==> src/include/intc_pkg.sv <==
package intc_pkg;
    // source and level geometry
    localparam int NUM_SRC = 16;
    localparam int PRIO_W = 3;
    localparam int LVL_W = 4;
    localparam int SRC_W = 4;
    localparam int ADDR_W = 4;
    localparam int DATA_W = 16;
    localparam int NUM_TRAP = 8;
    localparam int TRAP_W = 3;
    localparam int STACK_DEPTH = 8;
    localparam int SP_W = 3;
    // priority encodings
    localparam logic [PRIO_W-1:0] PRIO_OFF = 3'h0;
    localparam logic [PRIO_W-1:0] PRIO_RESET = 3'h4;
    localparam logic [LVL_W-1:0] LVL_MAX_USER = 4'h7;
    localparam logic [LVL_W-1:0] LVL_TRAP_BASE = 4'h8;
    localparam logic [LVL_W-1:0] LVL_DISABLE_TOP = 4'h6;
    localparam logic [7:0] MASK_ALL_OR = 8'h0e;
    // register word offsets
    localparam logic [ADDR_W-1:0] OFF_FLAGS = 4'h0;
    localparam logic [ADDR_W-1:0] OFF_ENABLE = 4'h1;
    localparam logic [ADDR_W-1:0] OFF_PRIO0 = 4'h2;
    localparam logic [ADDR_W-1:0] OFF_PRIO1 = 4'h3;
    localparam logic [ADDR_W-1:0] OFF_PRIO2 = 4'h4;
    localparam logic [ADDR_W-1:0] OFF_PRIO3 = 4'h5;
    localparam logic [ADDR_W-1:0] OFF_CONTROL = 4'h6;
    localparam logic [ADDR_W-1:0] OFF_CPU_LVL = 4'h7;
    localparam logic [ADDR_W-1:0] OFF_VECTOR = 4'h8;
    localparam logic [ADDR_W-1:0] OFF_IRQ_STAT = 4'h9;
    localparam logic [ADDR_W-1:0] OFF_IRQ_MASK = 4'ha;
    // control word fields
    localparam int CTL_NEST_DIS = 15;
    localparam int CTL_TRAP_LSB = 0;
    // irq status bits
    localparam int EV_ENTRY = 0;
    localparam int EV_TRAP = 1;
    localparam int EV_STACK_ERR = 2;
    localparam int NUM_EV = 3;
    // timed-disable period
    localparam int DISABLE_CYCLES = 16;
    localparam int DIS_W = 5;
    localparam logic [DATA_W-1:0] RESET_ZERO = 16'h0000;
endpackage

==> src/include/ctx_if.sv <==
`timescale 1ns/10ps
// saved-context stack port between controller and its stack
interface ctx_if;
    logic push;
    logic pop;
    logic [7:0] pushData;
    logic [7:0] topData;
    logic empty;
    logic full;
    modport ctrl (output push, output pop, output pushData, input topData, input empty, input full);
    modport stack (input push, input pop, input pushData, output topData, output empty, output full);
endinterface

==> src/core/priority_interrupt_controller.sv <==
// Implementation choices: the register offsets and strobed register access.
`timescale 1ns/10ps
module priority_interrupt_controller
    import intc_pkg::*;
(
    // clocking
    input wire logic clk,
    input wire logic sys_rst,
    input wire logic ce,
    // register port
    input wire logic [ADDR_W-1:0] regAddr,
    input wire logic [DATA_W-1:0] regWdata,
    input wire logic regWr,
    input wire logic regRd,
    output logic [DATA_W-1:0] regRdata,
    // peripheral and trap requests, asynchronous pins
    input wire logic [NUM_SRC-1:0] srcReq,
    input wire logic [NUM_TRAP-1:0] trapReq,
    // core handshake, same clock
    input wire logic vectorAck,
    input wire logic returnInstr,
    input wire logic timedDisableInstr,
    // vector to core
    output logic vectorValid,
    output logic [LVL_W:0] vectorNum,
    output logic [LVL_W-1:0] cpuLevel,
    output logic irq
);
    ////////////////////////////////////////////////////////////////////////
    // request synchronisers
    logic [NUM_SRC-1:0] srcMeta, srcSync, srcLast;
    logic [NUM_TRAP-1:0] trapMeta, trapSync, trapLast;

    // two stages before anything looks at the pins
    always_ff @(posedge clk) begin
        if (sys_rst) begin
            srcMeta <= '0;
            srcSync <= '0;
            srcLast <= '0;
            trapMeta <= '0;
            trapSync <= '0;
            trapLast <= '0;
        end else if (ce) begin
            srcMeta <= srcReq;
            srcSync <= srcMeta;
            srcLast <= srcSync;
            trapMeta <= trapReq;
            trapSync <= trapMeta;
            trapLast <= trapSync;
        end
    end

    logic [NUM_SRC-1:0] srcRise;
    logic [NUM_TRAP-1:0] trapRise;
    assign srcRise = srcSync & ~srcLast;
    assign trapRise = trapSync & ~trapLast;

    ////////////////////////////////////////////////////////////////////////
    // register state
    logic [NUM_SRC-1:0] flags, next_flags;
    logic [NUM_SRC-1:0] enables, next_enables;
    logic [NUM_SRC*PRIO_W-1:0] prios, next_prios;
    logic nestDisable, next_nestDisable;
    logic [NUM_TRAP-1:0] trapFlags, next_trapFlags;
    logic [7:0] statusLow, next_statusLow;
    logic [DIS_W-1:0] disCount, next_disCount;
    logic [NUM_EV-1:0] irqStat, next_irqStat;
    logic [NUM_EV-1:0] irqMask, next_irqMask;
    logic wrHit;
    logic [NUM_EV-1:0] events;
    logic entryTake;

    assign wrHit = regWr;
    // level field sits in bits 3:1 so that an or of 0Eh lifts it to seven
    assign cpuLevel = {1'b0, statusLow[3:1]};

    ctx_if ctx();
    ctx_stack #(.DEPTH(STACK_DEPTH)) uStack (
        .clk(clk),
        .sys_rst(sys_rst),
        .ce(ce),
        .ctx(ctx)
    );

    ////////////////////////////////////////////////////////////////////////
    // arbitration
    logic [LVL_W-1:0] bestLvl;
    logic [SRC_W-1:0] bestSrc;
    logic bestAny;
    logic [TRAP_W-1:0] bestTrap;
    logic trapAny;
    logic [LVL_W-1:0] effLevel;

    // per-source request level: zero unless flagged and enabled
    logic [LVL_W-1:0] srcLvl [NUM_SRC];
    genvar gi;
    generate
        for (gi = 0; gi < NUM_SRC; gi++) begin : gLvl
            assign srcLvl[gi] = (flags[gi] && enables[gi])
                ? {1'b0, prios[gi*PRIO_W +: PRIO_W]} : 4'h0;
        end
    endgenerate

    // scan from high index down so the lowest number wins ties
    always_comb begin
        bestLvl = 4'h0;
        bestSrc = '0;
        for (int i = NUM_SRC - 1; i >= 0; i--) begin
            if (srcLvl[i] != 4'h0 && srcLvl[i] >= bestLvl) begin
                bestLvl = srcLvl[i];
                bestSrc = SRC_W'(i);
            end
        end
        bestAny = (bestLvl != 4'h0);
        bestTrap = '0;
        trapAny = 1'b0;
        for (int t = 0; t < NUM_TRAP; t++) begin
            if (trapFlags[t]) begin
                bestTrap = TRAP_W'(t);
                trapAny = 1'b1;
            end
        end
    end

    // threshold the user winner must beat
    always_comb begin
        effLevel = cpuLevel;
        if (nestDisable && !ctx.empty) begin
            effLevel = LVL_MAX_USER;
        end
        if (disCount != '0 && effLevel < LVL_DISABLE_TOP) begin
            effLevel = LVL_DISABLE_TOP;
        end
    end

    // traps ignore every mask; users must exceed the threshold
    always_comb begin
        vectorValid = 1'b0;
        vectorNum = '0;
        if (trapAny) begin
            vectorValid = 1'b1;
            vectorNum = {1'b1, 1'b0, bestTrap};
        end else if (bestAny && bestLvl > effLevel) begin
            vectorValid = 1'b1;
            vectorNum = {1'b0, bestSrc};
        end
    end

    assign entryTake = vectorValid && vectorAck && !ctx.full;
    // save status on every entry; on user entries with no return in the same cycle, raise level to the vectored source
    assign ctx.push = entryTake;
    assign ctx.pushData = statusLow;
    assign ctx.pop = returnInstr && !ctx.empty;

    ////////////////////////////////////////////////////////////////////////
    // next-state for all register state
    always_comb begin
        next_flags = flags | srcRise;
        next_enables = enables;
        next_prios = prios;
        next_nestDisable = nestDisable;
        next_trapFlags = trapFlags | trapRise;
        next_statusLow = statusLow;
        next_disCount = (disCount != '0) ? disCount - 1'b1 : disCount;
        next_irqMask = irqMask;
        events = '0;
        if (wrHit) begin
            case (regAddr)
                OFF_FLAGS: next_flags = regWdata | srcRise;
                OFF_ENABLE: next_enables = regWdata;
                OFF_PRIO0, OFF_PRIO1, OFF_PRIO2, OFF_PRIO3: begin
                    for (int k = 0; k < 4; k++) begin
                        next_prios[(int'(regAddr - OFF_PRIO0) * 4 + k) * PRIO_W +: PRIO_W] =
                            regWdata[k*4 +: PRIO_W];
                    end
                end
                OFF_CONTROL: begin
                    next_nestDisable = regWdata[CTL_NEST_DIS];
                    next_trapFlags = (trapFlags & regWdata[CTL_TRAP_LSB +: NUM_TRAP]) | trapRise;
                end
                // OR of 0Eh lands the level field at seven
                OFF_CPU_LVL: next_statusLow = regWdata[7:0];
                OFF_IRQ_MASK: next_irqMask = regWdata[NUM_EV-1:0];
                default: ;
            endcase
        end
        if (timedDisableInstr) begin
            next_disCount = DIS_W'(DISABLE_CYCLES);
        end
        if (entryTake) begin
            events[EV_ENTRY] = 1'b1;
            events[EV_TRAP] = trapAny;
            if (!trapAny) begin
                next_statusLow = {statusLow[7:4], bestLvl[2:0], statusLow[0]};
            end
        end
        if (vectorValid && vectorAck && ctx.full) begin
            events[EV_STACK_ERR] = 1'b1;
        end
        // a still-set flag re-arbitrates the cycle after return
        if (ctx.pop) begin
            next_statusLow = ctx.topData;
        end
        // set wins over a write-one clear
        next_irqStat = irqStat;
        if (wrHit && regAddr == OFF_IRQ_STAT) begin
            next_irqStat = irqStat & ~regWdata[NUM_EV-1:0];
        end
        next_irqStat = next_irqStat | events;
    end

    always_ff @(posedge clk) begin
        if (sys_rst) begin
            flags <= '0;
            enables <= '0;
            prios <= {NUM_SRC{PRIO_RESET}};
            nestDisable <= 1'b0;
            trapFlags <= '0;
            statusLow <= 8'h00;
            disCount <= '0;
            irqStat <= '0;
            irqMask <= '0;
        end else if (ce) begin
            flags <= next_flags;
            enables <= next_enables;
            prios <= next_prios;
            nestDisable <= next_nestDisable;
            trapFlags <= next_trapFlags;
            statusLow <= next_statusLow;
            disCount <= next_disCount;
            irqStat <= next_irqStat;
            irqMask <= next_irqMask;
        end
    end

    assign irq = |(irqStat & irqMask);

    ////////////////////////////////////////////////////////////////////////
    // read data, one cycle after the strobe
    logic [DATA_W-1:0] rdMux;
    always_comb begin
        rdMux = RESET_ZERO;
        case (regAddr)
            OFF_FLAGS: rdMux = flags;
            OFF_ENABLE: rdMux = enables;
            OFF_PRIO0, OFF_PRIO1, OFF_PRIO2, OFF_PRIO3: begin
                for (int k = 0; k < 4; k++) begin
                    rdMux[k*4 +: PRIO_W] = prios[(int'(regAddr - OFF_PRIO0) * 4 + k) * PRIO_W +: PRIO_W];
                end
            end
            OFF_CONTROL: rdMux = {nestDisable, 7'h00, trapFlags};
            OFF_CPU_LVL: rdMux = {8'h00, statusLow};
            OFF_VECTOR: rdMux = {vectorValid, 10'h000, vectorNum};
            OFF_IRQ_STAT: rdMux = {13'h0, irqStat};
            OFF_IRQ_MASK: rdMux = {13'h0, irqMask};
            default: rdMux = RESET_ZERO;
        endcase
    end

    always_ff @(posedge clk) begin
        if (sys_rst) begin
            regRdata <= RESET_ZERO;
        end else if (ce) begin
            regRdata <= regRd ? rdMux : RESET_ZERO;
        end
    end

    ////////////////////////////////////////////////////////////////////////
    // checks
    trap_never_blocked_a: assert property (@(posedge clk) disable iff (sys_rst)
        (|trapFlags) |-> vectorValid && vectorNum[LVL_W])
        else $error("pending trap not presented");
    reset_prio_four_a: assert property (@(posedge clk)
        sys_rst |=> prios == {NUM_SRC{PRIO_RESET}})
        else $error("priority not four after reset");
    timed_disable_a: assert property (@(posedge clk) disable iff (sys_rst)
        (disCount != '0 && vectorValid && !vectorNum[LVL_W]) |-> bestLvl == LVL_MAX_USER)
        else $error("low level passed timed disable");
    above_cpu_a: assert property (@(posedge clk) disable iff (sys_rst)
        (vectorValid && !vectorNum[LVL_W]) |-> bestLvl > cpuLevel)
        else $error("vector not above cpu level");
    flag_latch_a: assert property (@(posedge clk) disable iff (sys_rst)
        (ce && |srcRise) |=> (flags & $past(srcRise)) == $past(srcRise))
        else $error("request not latched");
    nest_block_a: assert property (@(posedge clk) disable iff (sys_rst)
        (nestDisable && !ctx.empty && !trapAny) |-> !vectorValid)
        else $error("nested entry while nesting disabled");
    return_restore_a: assert property (@(posedge clk) disable iff (sys_rst)
        (ce && ctx.pop) |=> statusLow == $past(ctx.topData))
        else $error("status not restored");
    disabled_src_a: assert property (@(posedge clk) disable iff (sys_rst)
        (vectorValid && !vectorNum[LVL_W]) |-> prios[vectorNum[SRC_W-1:0]*PRIO_W +: PRIO_W] != PRIO_OFF)
        else $error("disabled source vectored");
endmodule

==> src/core/ctx_stack.sv <==
`timescale 1ns/10ps
module ctx_stack
    import intc_pkg::*;
#(
    parameter int DEPTH = STACK_DEPTH
) (
    // clocking
    input wire logic clk,
    input wire logic sys_rst,
    input wire logic ce,
    // context port
    ctx_if.stack ctx
);
    logic [7:0] mem [DEPTH];
    logic [SP_W:0] sp;
    logic [SP_W:0] next_sp;

    // pointer moves on push or pop, never past the ends
    always_comb begin
        next_sp = sp;
        if (ctx.push && !ctx.full) begin
            next_sp = sp + 1'b1;
        end else if (ctx.pop && !ctx.empty) begin
            next_sp = sp - 1'b1;
        end
    end

    always_ff @(posedge clk) begin
        if (sys_rst) begin
            sp <= '0;
        end else if (ce) begin
            sp <= next_sp;
            if (ctx.push && !ctx.full) begin
                mem[sp[SP_W-1:0]] <= ctx.pushData;
            end
        end
    end

    assign ctx.empty = (sp == '0);
    assign ctx.full = (sp == (SP_W+1)'(DEPTH));
    assign ctx.topData = ctx.empty ? 8'h00 : mem[3'(sp - 1'b1)];
endmodule

==> config.mk <==
export PLATFORM = sky130hd
export DESIGN_NAME = priority_interrupt_controller
export DESIGN_NICKNAME = d
export VERILOG_FILES = /design/src/include/intc_pkg.sv /design/src/include/ctx_if.sv /design/src/core/priority_interrupt_controller.sv /design/src/core/ctx_stack.sv
export SDC_FILE = /design/constraint.sdc
export NUM_CORES = 1
export LEC_CHECK = 0
export ABC_AREA = 1
export BUFFER_PORTS_ARGS = -buffer_cell sky130_fd_sc_hd__buf_2
export CORE_MARGIN = 3
export CORE_UTILIZATION = 32
export CTS_CLUSTER_DIAMETER = 80
export DETAILED_ROUTE_END_ITERATION = 8
export PLACE_DENSITY = 0.47
export SKIP_CTS_REPAIR_TIMING = 1
export SYNTH_ARGS = -nofsm -noshare
export SYNTH_HDL_FRONTEND = slang
export SYNTH_SLANG_ARGS = --single-unit
==> constraint.sdc <==
create_clock -name clk -period 17.4 [get_ports clk]
set_input_delay 1.74 -clock clk [delete_from_list [all_inputs] [get_ports clk]]
set_output_delay 1.74 -clock clk [all_outputs]
set_load 0.05 [all_outputs]
* Yosys cells after proc, flatten, opt, wreduce, memory -nomap -nowiden
Memory sizes are Yosys's and may differ from the RTL's.
Cells that the tools add are included.
** Word-level totals
- Flip-flop bits (word level) :: 200
- Memory bits (writable) :: 64
- Input bits :: 52
- Output and inout bits :: 27
- Logic and storage cells :: 267
- Memories :: 1
** Operators by class
- Add/subtract/negate cells :: 11
- Multiply operators :: 4
- Order comparisons :: 18
- Equality and inequality tests :: 12
- Shift-type cells :: 12
- Mux-type cells :: 103
- Bitwise operators :: 13
- Reduce and logical (&&, ||, !) cells :: 75
** Memory list
- uStack.mem :: words 8, width 8, rd ports 1, clocked after Yosys merged registers in 0, write ports 1, line ctx_stack.sv:14 : logic [7:0] mem [DEPTH];
** Operator list (count)
- 48-bit bitwise mux :: 4
- 3-bit by 33-bit variable shift with 48-bit output, first input constant :: 4
- 3-bit by 33-bit indexed part select with 48-bit output :: 4
- 48-bit by 32-bit indexed part select with 3-bit output :: 3
- 4-bit two-way mux :: 35
- 32-bit negator with 33-bit output :: 3
- 3-bit two-way mux :: 25
- 4-bit nonzero test :: 17
- 32-bit by 3-bit multiplier with 32-bit output, second input constant :: 2
- 8-bit two-way mux :: 8
- 3-bit by 4-bit greater-or-equal comparator with 1-bit output :: 15
- 16-bit two-way mux :: 3
- 48-bit by 11-bit indexed part select with 3-bit output :: 1
- 1-bit logical AND :: 42
- 11-bit negator with 33-bit output :: 1
- 16-bit bitwise OR :: 2
- 3-bit case mux with 8 select lines :: 1
- 3-bit case mux with 3 select lines :: 2
- 3-bit case mux with 6 select lines :: 1
- 7-bit by 3-bit adder with 8-bit output, second input constant :: 2
- 16-bit AND :: 1
- 8-bit AND :: 2
- 4-bit by 3-bit equality test with 1-bit output, second input constant :: 4
- 4-bit equality test, second input constant :: 4
- 33 further kinds :: 62

* Depth between registers and ports, before layout
- Depth in word-level cells :: 61
- Gate-level depth with buffers :: 162
- Depth with buffers taken out :: 162

* Cells and area by module
Synthesis repeated with hierarchy kept, for this count alone.
** Second synthesis, totals
- Cell total of the unflattened synthesis :: 2644
- Area total of the unflattened synthesis :: 17784.6 sq um
** Modules (own cells, without submodules)
- priority_interrupt_controller :: instances 1, cells each 2391, area each 14851.7 sq um, sequential area each 3923.8 sq um
- ctx_stack :: instances 1, cells each 253, area each 2932.8 sq um, sequential area each 2001.9 sq um

* Worst setup path after synthesis
OpenSTA, ideal clock, no wires.
- Kind :: register to output
- Start :: register flags[15]
- End :: output port vectorNum[0]
- Arrival time :: 15.636 ns
- Required time :: 15.660 ns
- Setup slack :: 0.024 ns
- Stages on the path, launching flop included :: 143
- Buffers on the path :: 0
- Cell sequence :: dfxtp_1 -> nand2_1 -> nor2_1 -> inv_1 -> ha_1 -> nand2_1 -> nand2_1 -> nand2_1 -> nand3_2 -> nand2_4 -> nand2_2 -> and2_1 -> ha_1 -> inv_1 -> nor2_1 -> o21ai_1 -> nand3_1 -> nand2_2 -> (+107 left out) -> nand2_4 -> nand2_2 -> and2_1 -> ha_1 -> a21oi_1 -> o21bai_1 -> nand2_1 -> inv_1 -> o21ai_0 -> nand2_2 -> inv_1 -> ha_1 -> nand2_1 -> nor2_1 -> a211oi_1 -> a31oi_1 -> nand2_4 -> o21ai_1
** On the way
- Longest elaborated chain between the ends :: 54
- Elaborated cells on any way between the ends :: 72
- Those cells by class :: order compare (17); mux (35); reduce/logical (20)
** Ends and longest elaborated chain
- start, declared :: line priority_interrupt_controller.sv:60 : logic [NUM_SRC-1:0] flags, next_flags;
- start signal, assigned :: line priority_interrupt_controller.sv:224 : flags <= next_flags;
- 1-bit logical AND (*) :: line priority_interrupt_controller.sv:99 : assign srcLvl[gi] = (flags[gi] && enables[gi])
- 3-bit two-way mux (*) :: line priority_interrupt_controller.sv:100 : ? {1'b0, prios[gi*PRIO_W +: PRIO_W]} : 4'h0;
- 3-bit by 1-bit greater-or-equal comparator with 1-bit output or 4-bit nonzero test (tied branches) :: line priority_interrupt_controller.sv:109 : if (srcLvl[i] != 4'h0 && srcLvl[i] >= bestLvl) begin
- 1-bit logical AND :: line priority_interrupt_controller.sv:109
- 3-bit two-way mux :: line priority_interrupt_controller.sv:109
- 3-bit by 4-bit greater-or-equal comparator with 1-bit output :: line priority_interrupt_controller.sv:109
- 1-bit logical AND :: line priority_interrupt_controller.sv:109
- 4-bit two-way mux :: line priority_interrupt_controller.sv:109
- (+38 left out)
- 4-bit two-way mux :: line priority_interrupt_controller.sv:109
- 3-bit by 4-bit greater-or-equal comparator with 1-bit output :: line priority_interrupt_controller.sv:109
- 1-bit logical AND :: line priority_interrupt_controller.sv:109
- 4-bit two-way mux :: line priority_interrupt_controller.sv:109
- 4-bit greater-than comparator or 4-bit nonzero test (tied branches) :: line priority_interrupt_controller.sv:143, priority_interrupt_controller.sv:114
- 1-bit logical AND :: line priority_interrupt_controller.sv:143 : end else if (bestAny && bestLvl > effLevel) begin
- 4-bit two-way mux (*) :: line priority_interrupt_controller.sv:143
- 5-bit two-way mux (*) :: line priority_interrupt_controller.sv:140 : if (trapAny) begin
- end, declared :: line priority_interrupt_controller.sv:25 : output logic [LVL_W:0] vectorNum,
Mark *: on every way between the ends. The rest lies on a longest branch, timed or not.

* Worst setup path in the final report
- Start :: register flags[14]
- End :: output port vectorNum[3]
** On the way
- Longest elaborated chain between the ends :: 51
- Elaborated cells on any way between the ends :: 68
- Those cells by class :: order compare (16); mux (33); reduce/logical (19)
** Ends and longest elaborated chain (line)
- 1-bit logical AND (*) :: priority_interrupt_controller.sv:99
- 3-bit two-way mux (*) :: priority_interrupt_controller.sv:100
- 3-bit by 4-bit greater-or-equal comparator with 1-bit output or 4-bit nonzero test (tied branches) :: priority_interrupt_controller.sv:109
- 1-bit logical AND :: priority_interrupt_controller.sv:109
- 4-bit two-way mux :: priority_interrupt_controller.sv:109
- 3-bit by 4-bit greater-or-equal comparator with 1-bit output :: priority_interrupt_controller.sv:109
- 1-bit logical AND :: priority_interrupt_controller.sv:109
- 4-bit two-way mux :: priority_interrupt_controller.sv:109
- (+35 left out)
- 4-bit two-way mux :: priority_interrupt_controller.sv:109
- 3-bit by 4-bit greater-or-equal comparator with 1-bit output :: priority_interrupt_controller.sv:109
- 1-bit logical AND :: priority_interrupt_controller.sv:109
- 4-bit two-way mux :: priority_interrupt_controller.sv:109
- 4-bit greater-than comparator or 4-bit nonzero test (tied branches) :: priority_interrupt_controller.sv:143, priority_interrupt_controller.sv:114
- 1-bit logical AND :: priority_interrupt_controller.sv:143
- 4-bit two-way mux (*) :: priority_interrupt_controller.sv:143
- 5-bit two-way mux (*) :: priority_interrupt_controller.sv:140
Marks and branches as above.

==> run metrics <==
DPL Wire Length 58,300 um; Worst EP required 15.66 ns; largest net degree at the start of global routing 85; most instantiated library cell after synthesis nand2_1; Setup Crit Path Kind flip-flop to output port; Post-Route Skew 0.0284 ns; Max VDD drop 0.0663 mV; Via density 5.47; total grt overflow 0; Leakage Power 0.00878 uW; DR WL/cell 21.9 um; Worst EP arrival 15.76 ns; antenna violations before repair 1; Most common cell on crit path nand2_2; die width 242 um; clk_lat worst skew 0.56 ns; clock buffer depth 3; area delta synth->final 20.2%; Final Max Slew Viols 0; Synth top cells by count 442 x nand2_1, 340 x inv_1, 320 x nor2_1; Post-synth ARST share 0%; RR Startpoint flags[14]; DR pass1 iterations 6; Pwr per Cell Area 89.2 mW/mm2; failing checks negative setup slack; #FFs+latches synth 264; Final Hold Viols 0; row count 85; Hold EP trapLast[1]; I/O pins 79; Area after DPL 0.0196 mm2; Seq/Total Area, Yosys 33.4%; CP startpoint flags[14]; share of post-route cells with drive strength above 1 16.7%; Tcrit/Tclk final 101%; Total GRT Usage 24.9%; htree depth 2; WHS Path Cells 2; CP endpoint kind output port; number of global-route vias before repair 17,600; max-cap violation count 0; Post-route DRC 0; R2R depth 151; Most used DFF post-synth dfxtp_1; Worst path slowest cell dfxtp_2; Yosys cell types 60; synthesized cell area 0.0178 mm2; fin util 39.3%; cell count after synthesis 2,570; syn nets 2,703; worst hold path class flip-flop to flip-flop; final net count 2,857; Die Y 242 um; FF-to-FF setup slack 1.16 ns; final instance area 0.0214 mm2; Worst-Margin Slew 1.19 ns; Fmax 0.0571 GHz; CORE AREA 0.0543 mm2; clock sink count 264; Ys Warns 0; min Tclk post-route 17.50 ns; critical path launch point type flip-flop; Initial DRC Count 2,068; top cells by area, synth dfxtp_1 23%, edfxtp_1 11%, nand2_1 9.3%; status finished with violations; first-pass GRT wire length 112,000 um; die area 0.0584 mm2; hold_sp trapLast[1]; port buffer count 77; FF-to-FF End uStack.mem[7][6]; Initial Utilization 32.7%; Synth top area share 22.5%; Mean Syn Cell Area 6.91 um2; Worst path max stage delay 0.35 ns; CP max FO 6; clock transition at the registers of the reported paths 0.06 ns; final worst setup slack -0.101 ns; RSZ-0062 raised after global routing yes; Setup-failing EPs final 5; DRT antenna net count 0; Post-synth EDFFs 64; Yosys top cell by area dfxtp_1; Rel. slew slack 18.3%; total wire length 76,300 um; GPL Wtd Cong 1.01; TritonCTS Buffers 35; TritonCTS clock tree built; via count 19,100; CTS Root Cell clkbuf_16
[sequential cells by signal, summed over array words and instances (netlist names)]
name,count
ctx.pushData,8
disCount,5
enables,16
flags,16
irqMask,3
irqStat,3
nestDisable,1
prios,48
regRdata,16
srcLast,16
srcMeta,16
srcSync,16
trapFlags,8
trapLast,8
trapMeta,8
trapSync,8
uStack.mem,64
uStack.sp,4
[logic make-up (layout without fill, tap and decap cells)]
family                     Yosys count  after routing  share of synthesized area (%)
and+or+nand+nor                   1014           1014                           25.5
AOI/OAI and AO/OA                  734            734                           24.4
adders and majority gates           81             81                           5.79
xor gates and xnor gates            14             14                          0.690
DFF                                264            264                           33.4
muxes                               10             10                          0.563
other                                1              2                         0.0211
buffers and inverters              452            631                           9.68
[per-stage QoR]
| step | std cells | hold slack (ns) | power, uW | setup TNS [ns] | worst slack (ns) |
|---|---|---|---|---|---|
| 5_1_grt | 3488 | 0.486 | 1980 | -5.47 | -1.16 |
| 2_1_floorplan | 2570 | 0.434 | 975 | 0 | 0.0241 |
| 3_5_place_dp | 3398 | 0.450 | 1150 | -2.57 | -0.553 |
| 6_report | 3489 | 0.457 | 1910 | -0.228 | -0.101 |
| 3_3_place_gp | 3398 | 0.442 | 1150 | 0 | 0.219 |
| 4_1_cts | 3460 | 0.458 | 1900 | -5.86 | -1.21 |
[power breakdown]
part           switching (uW)  internal [uW]  total [uW]
logic                     350            129         479
registers                22.2            654         677
clock network             293            457         750
[cells in the final DEF (no fill, tap or decap), types with 66 or more instances in the layout]
cell type / count
buf_4: 127
nor2_1: 310
nand2_2: 66
dfxtp_1: 194
o21ai_0: 281
a21oi_1: 170
nand3_1: 80
buf_2: 70
ha_1: 73
nand2_1: 405
inv_1: 331
[area by class of cell]
cell class | instances | area (um2)
Clock buffer | 46 | 937
Sequential cell | 264 | 5930
Timing Repair Buffer | 213 | 1510
Antenna cell | 1 | 2.50
Fill cell | 5776 | 33000
Tap cell | 739 | 925
Inverter | 356 | 1340
Clock inverter | 16 | 241
Multi-Input combinational cell | 1854 | 10500
[critical path: cells and delay by family, from the launching register on]
family	cells	cell delay, ns
compound gates	30	3.45
fa+ha+maj	16	4.03
buf+inv	20	1.55
flops	1	0.35
simple gates	79	5.77
[worst max-delay path by stage]
| stage | slack [ns] | to | cells past startpoint |
|---|---|---|---|
| 4_1_cts | -1.21 | vectorNum[3] | 139 |
| 3_3_place_gp | 0.22 | vectorNum[3] | 139 |
| 5_1_grt | -1.16 | vectorNum[3] | 148 |
| 2_1_floorplan | 0.02 | vectorNum[0] | 142 |
| 6_report | -0.10 | vectorNum[3] | 145 |
| 3_5_place_dp | -0.55 | vectorNum[3] | 138 |
[layer usage]
| layer | GRT usage [%] | wire length, um | vias up |
|---|---|---|---|
| met5 | 0 | 12 | - |
| met4 | 10.2 | 2870 | 2 |
| met3 | 3.79 | 5530 | 144 |
| met2 | 37.6 | 33100 | 793 |
| met1 | 35.5 | 34800 | 9051 |
| li1 | - | - | 9088 |
Power figures use the tool's default switching activity.
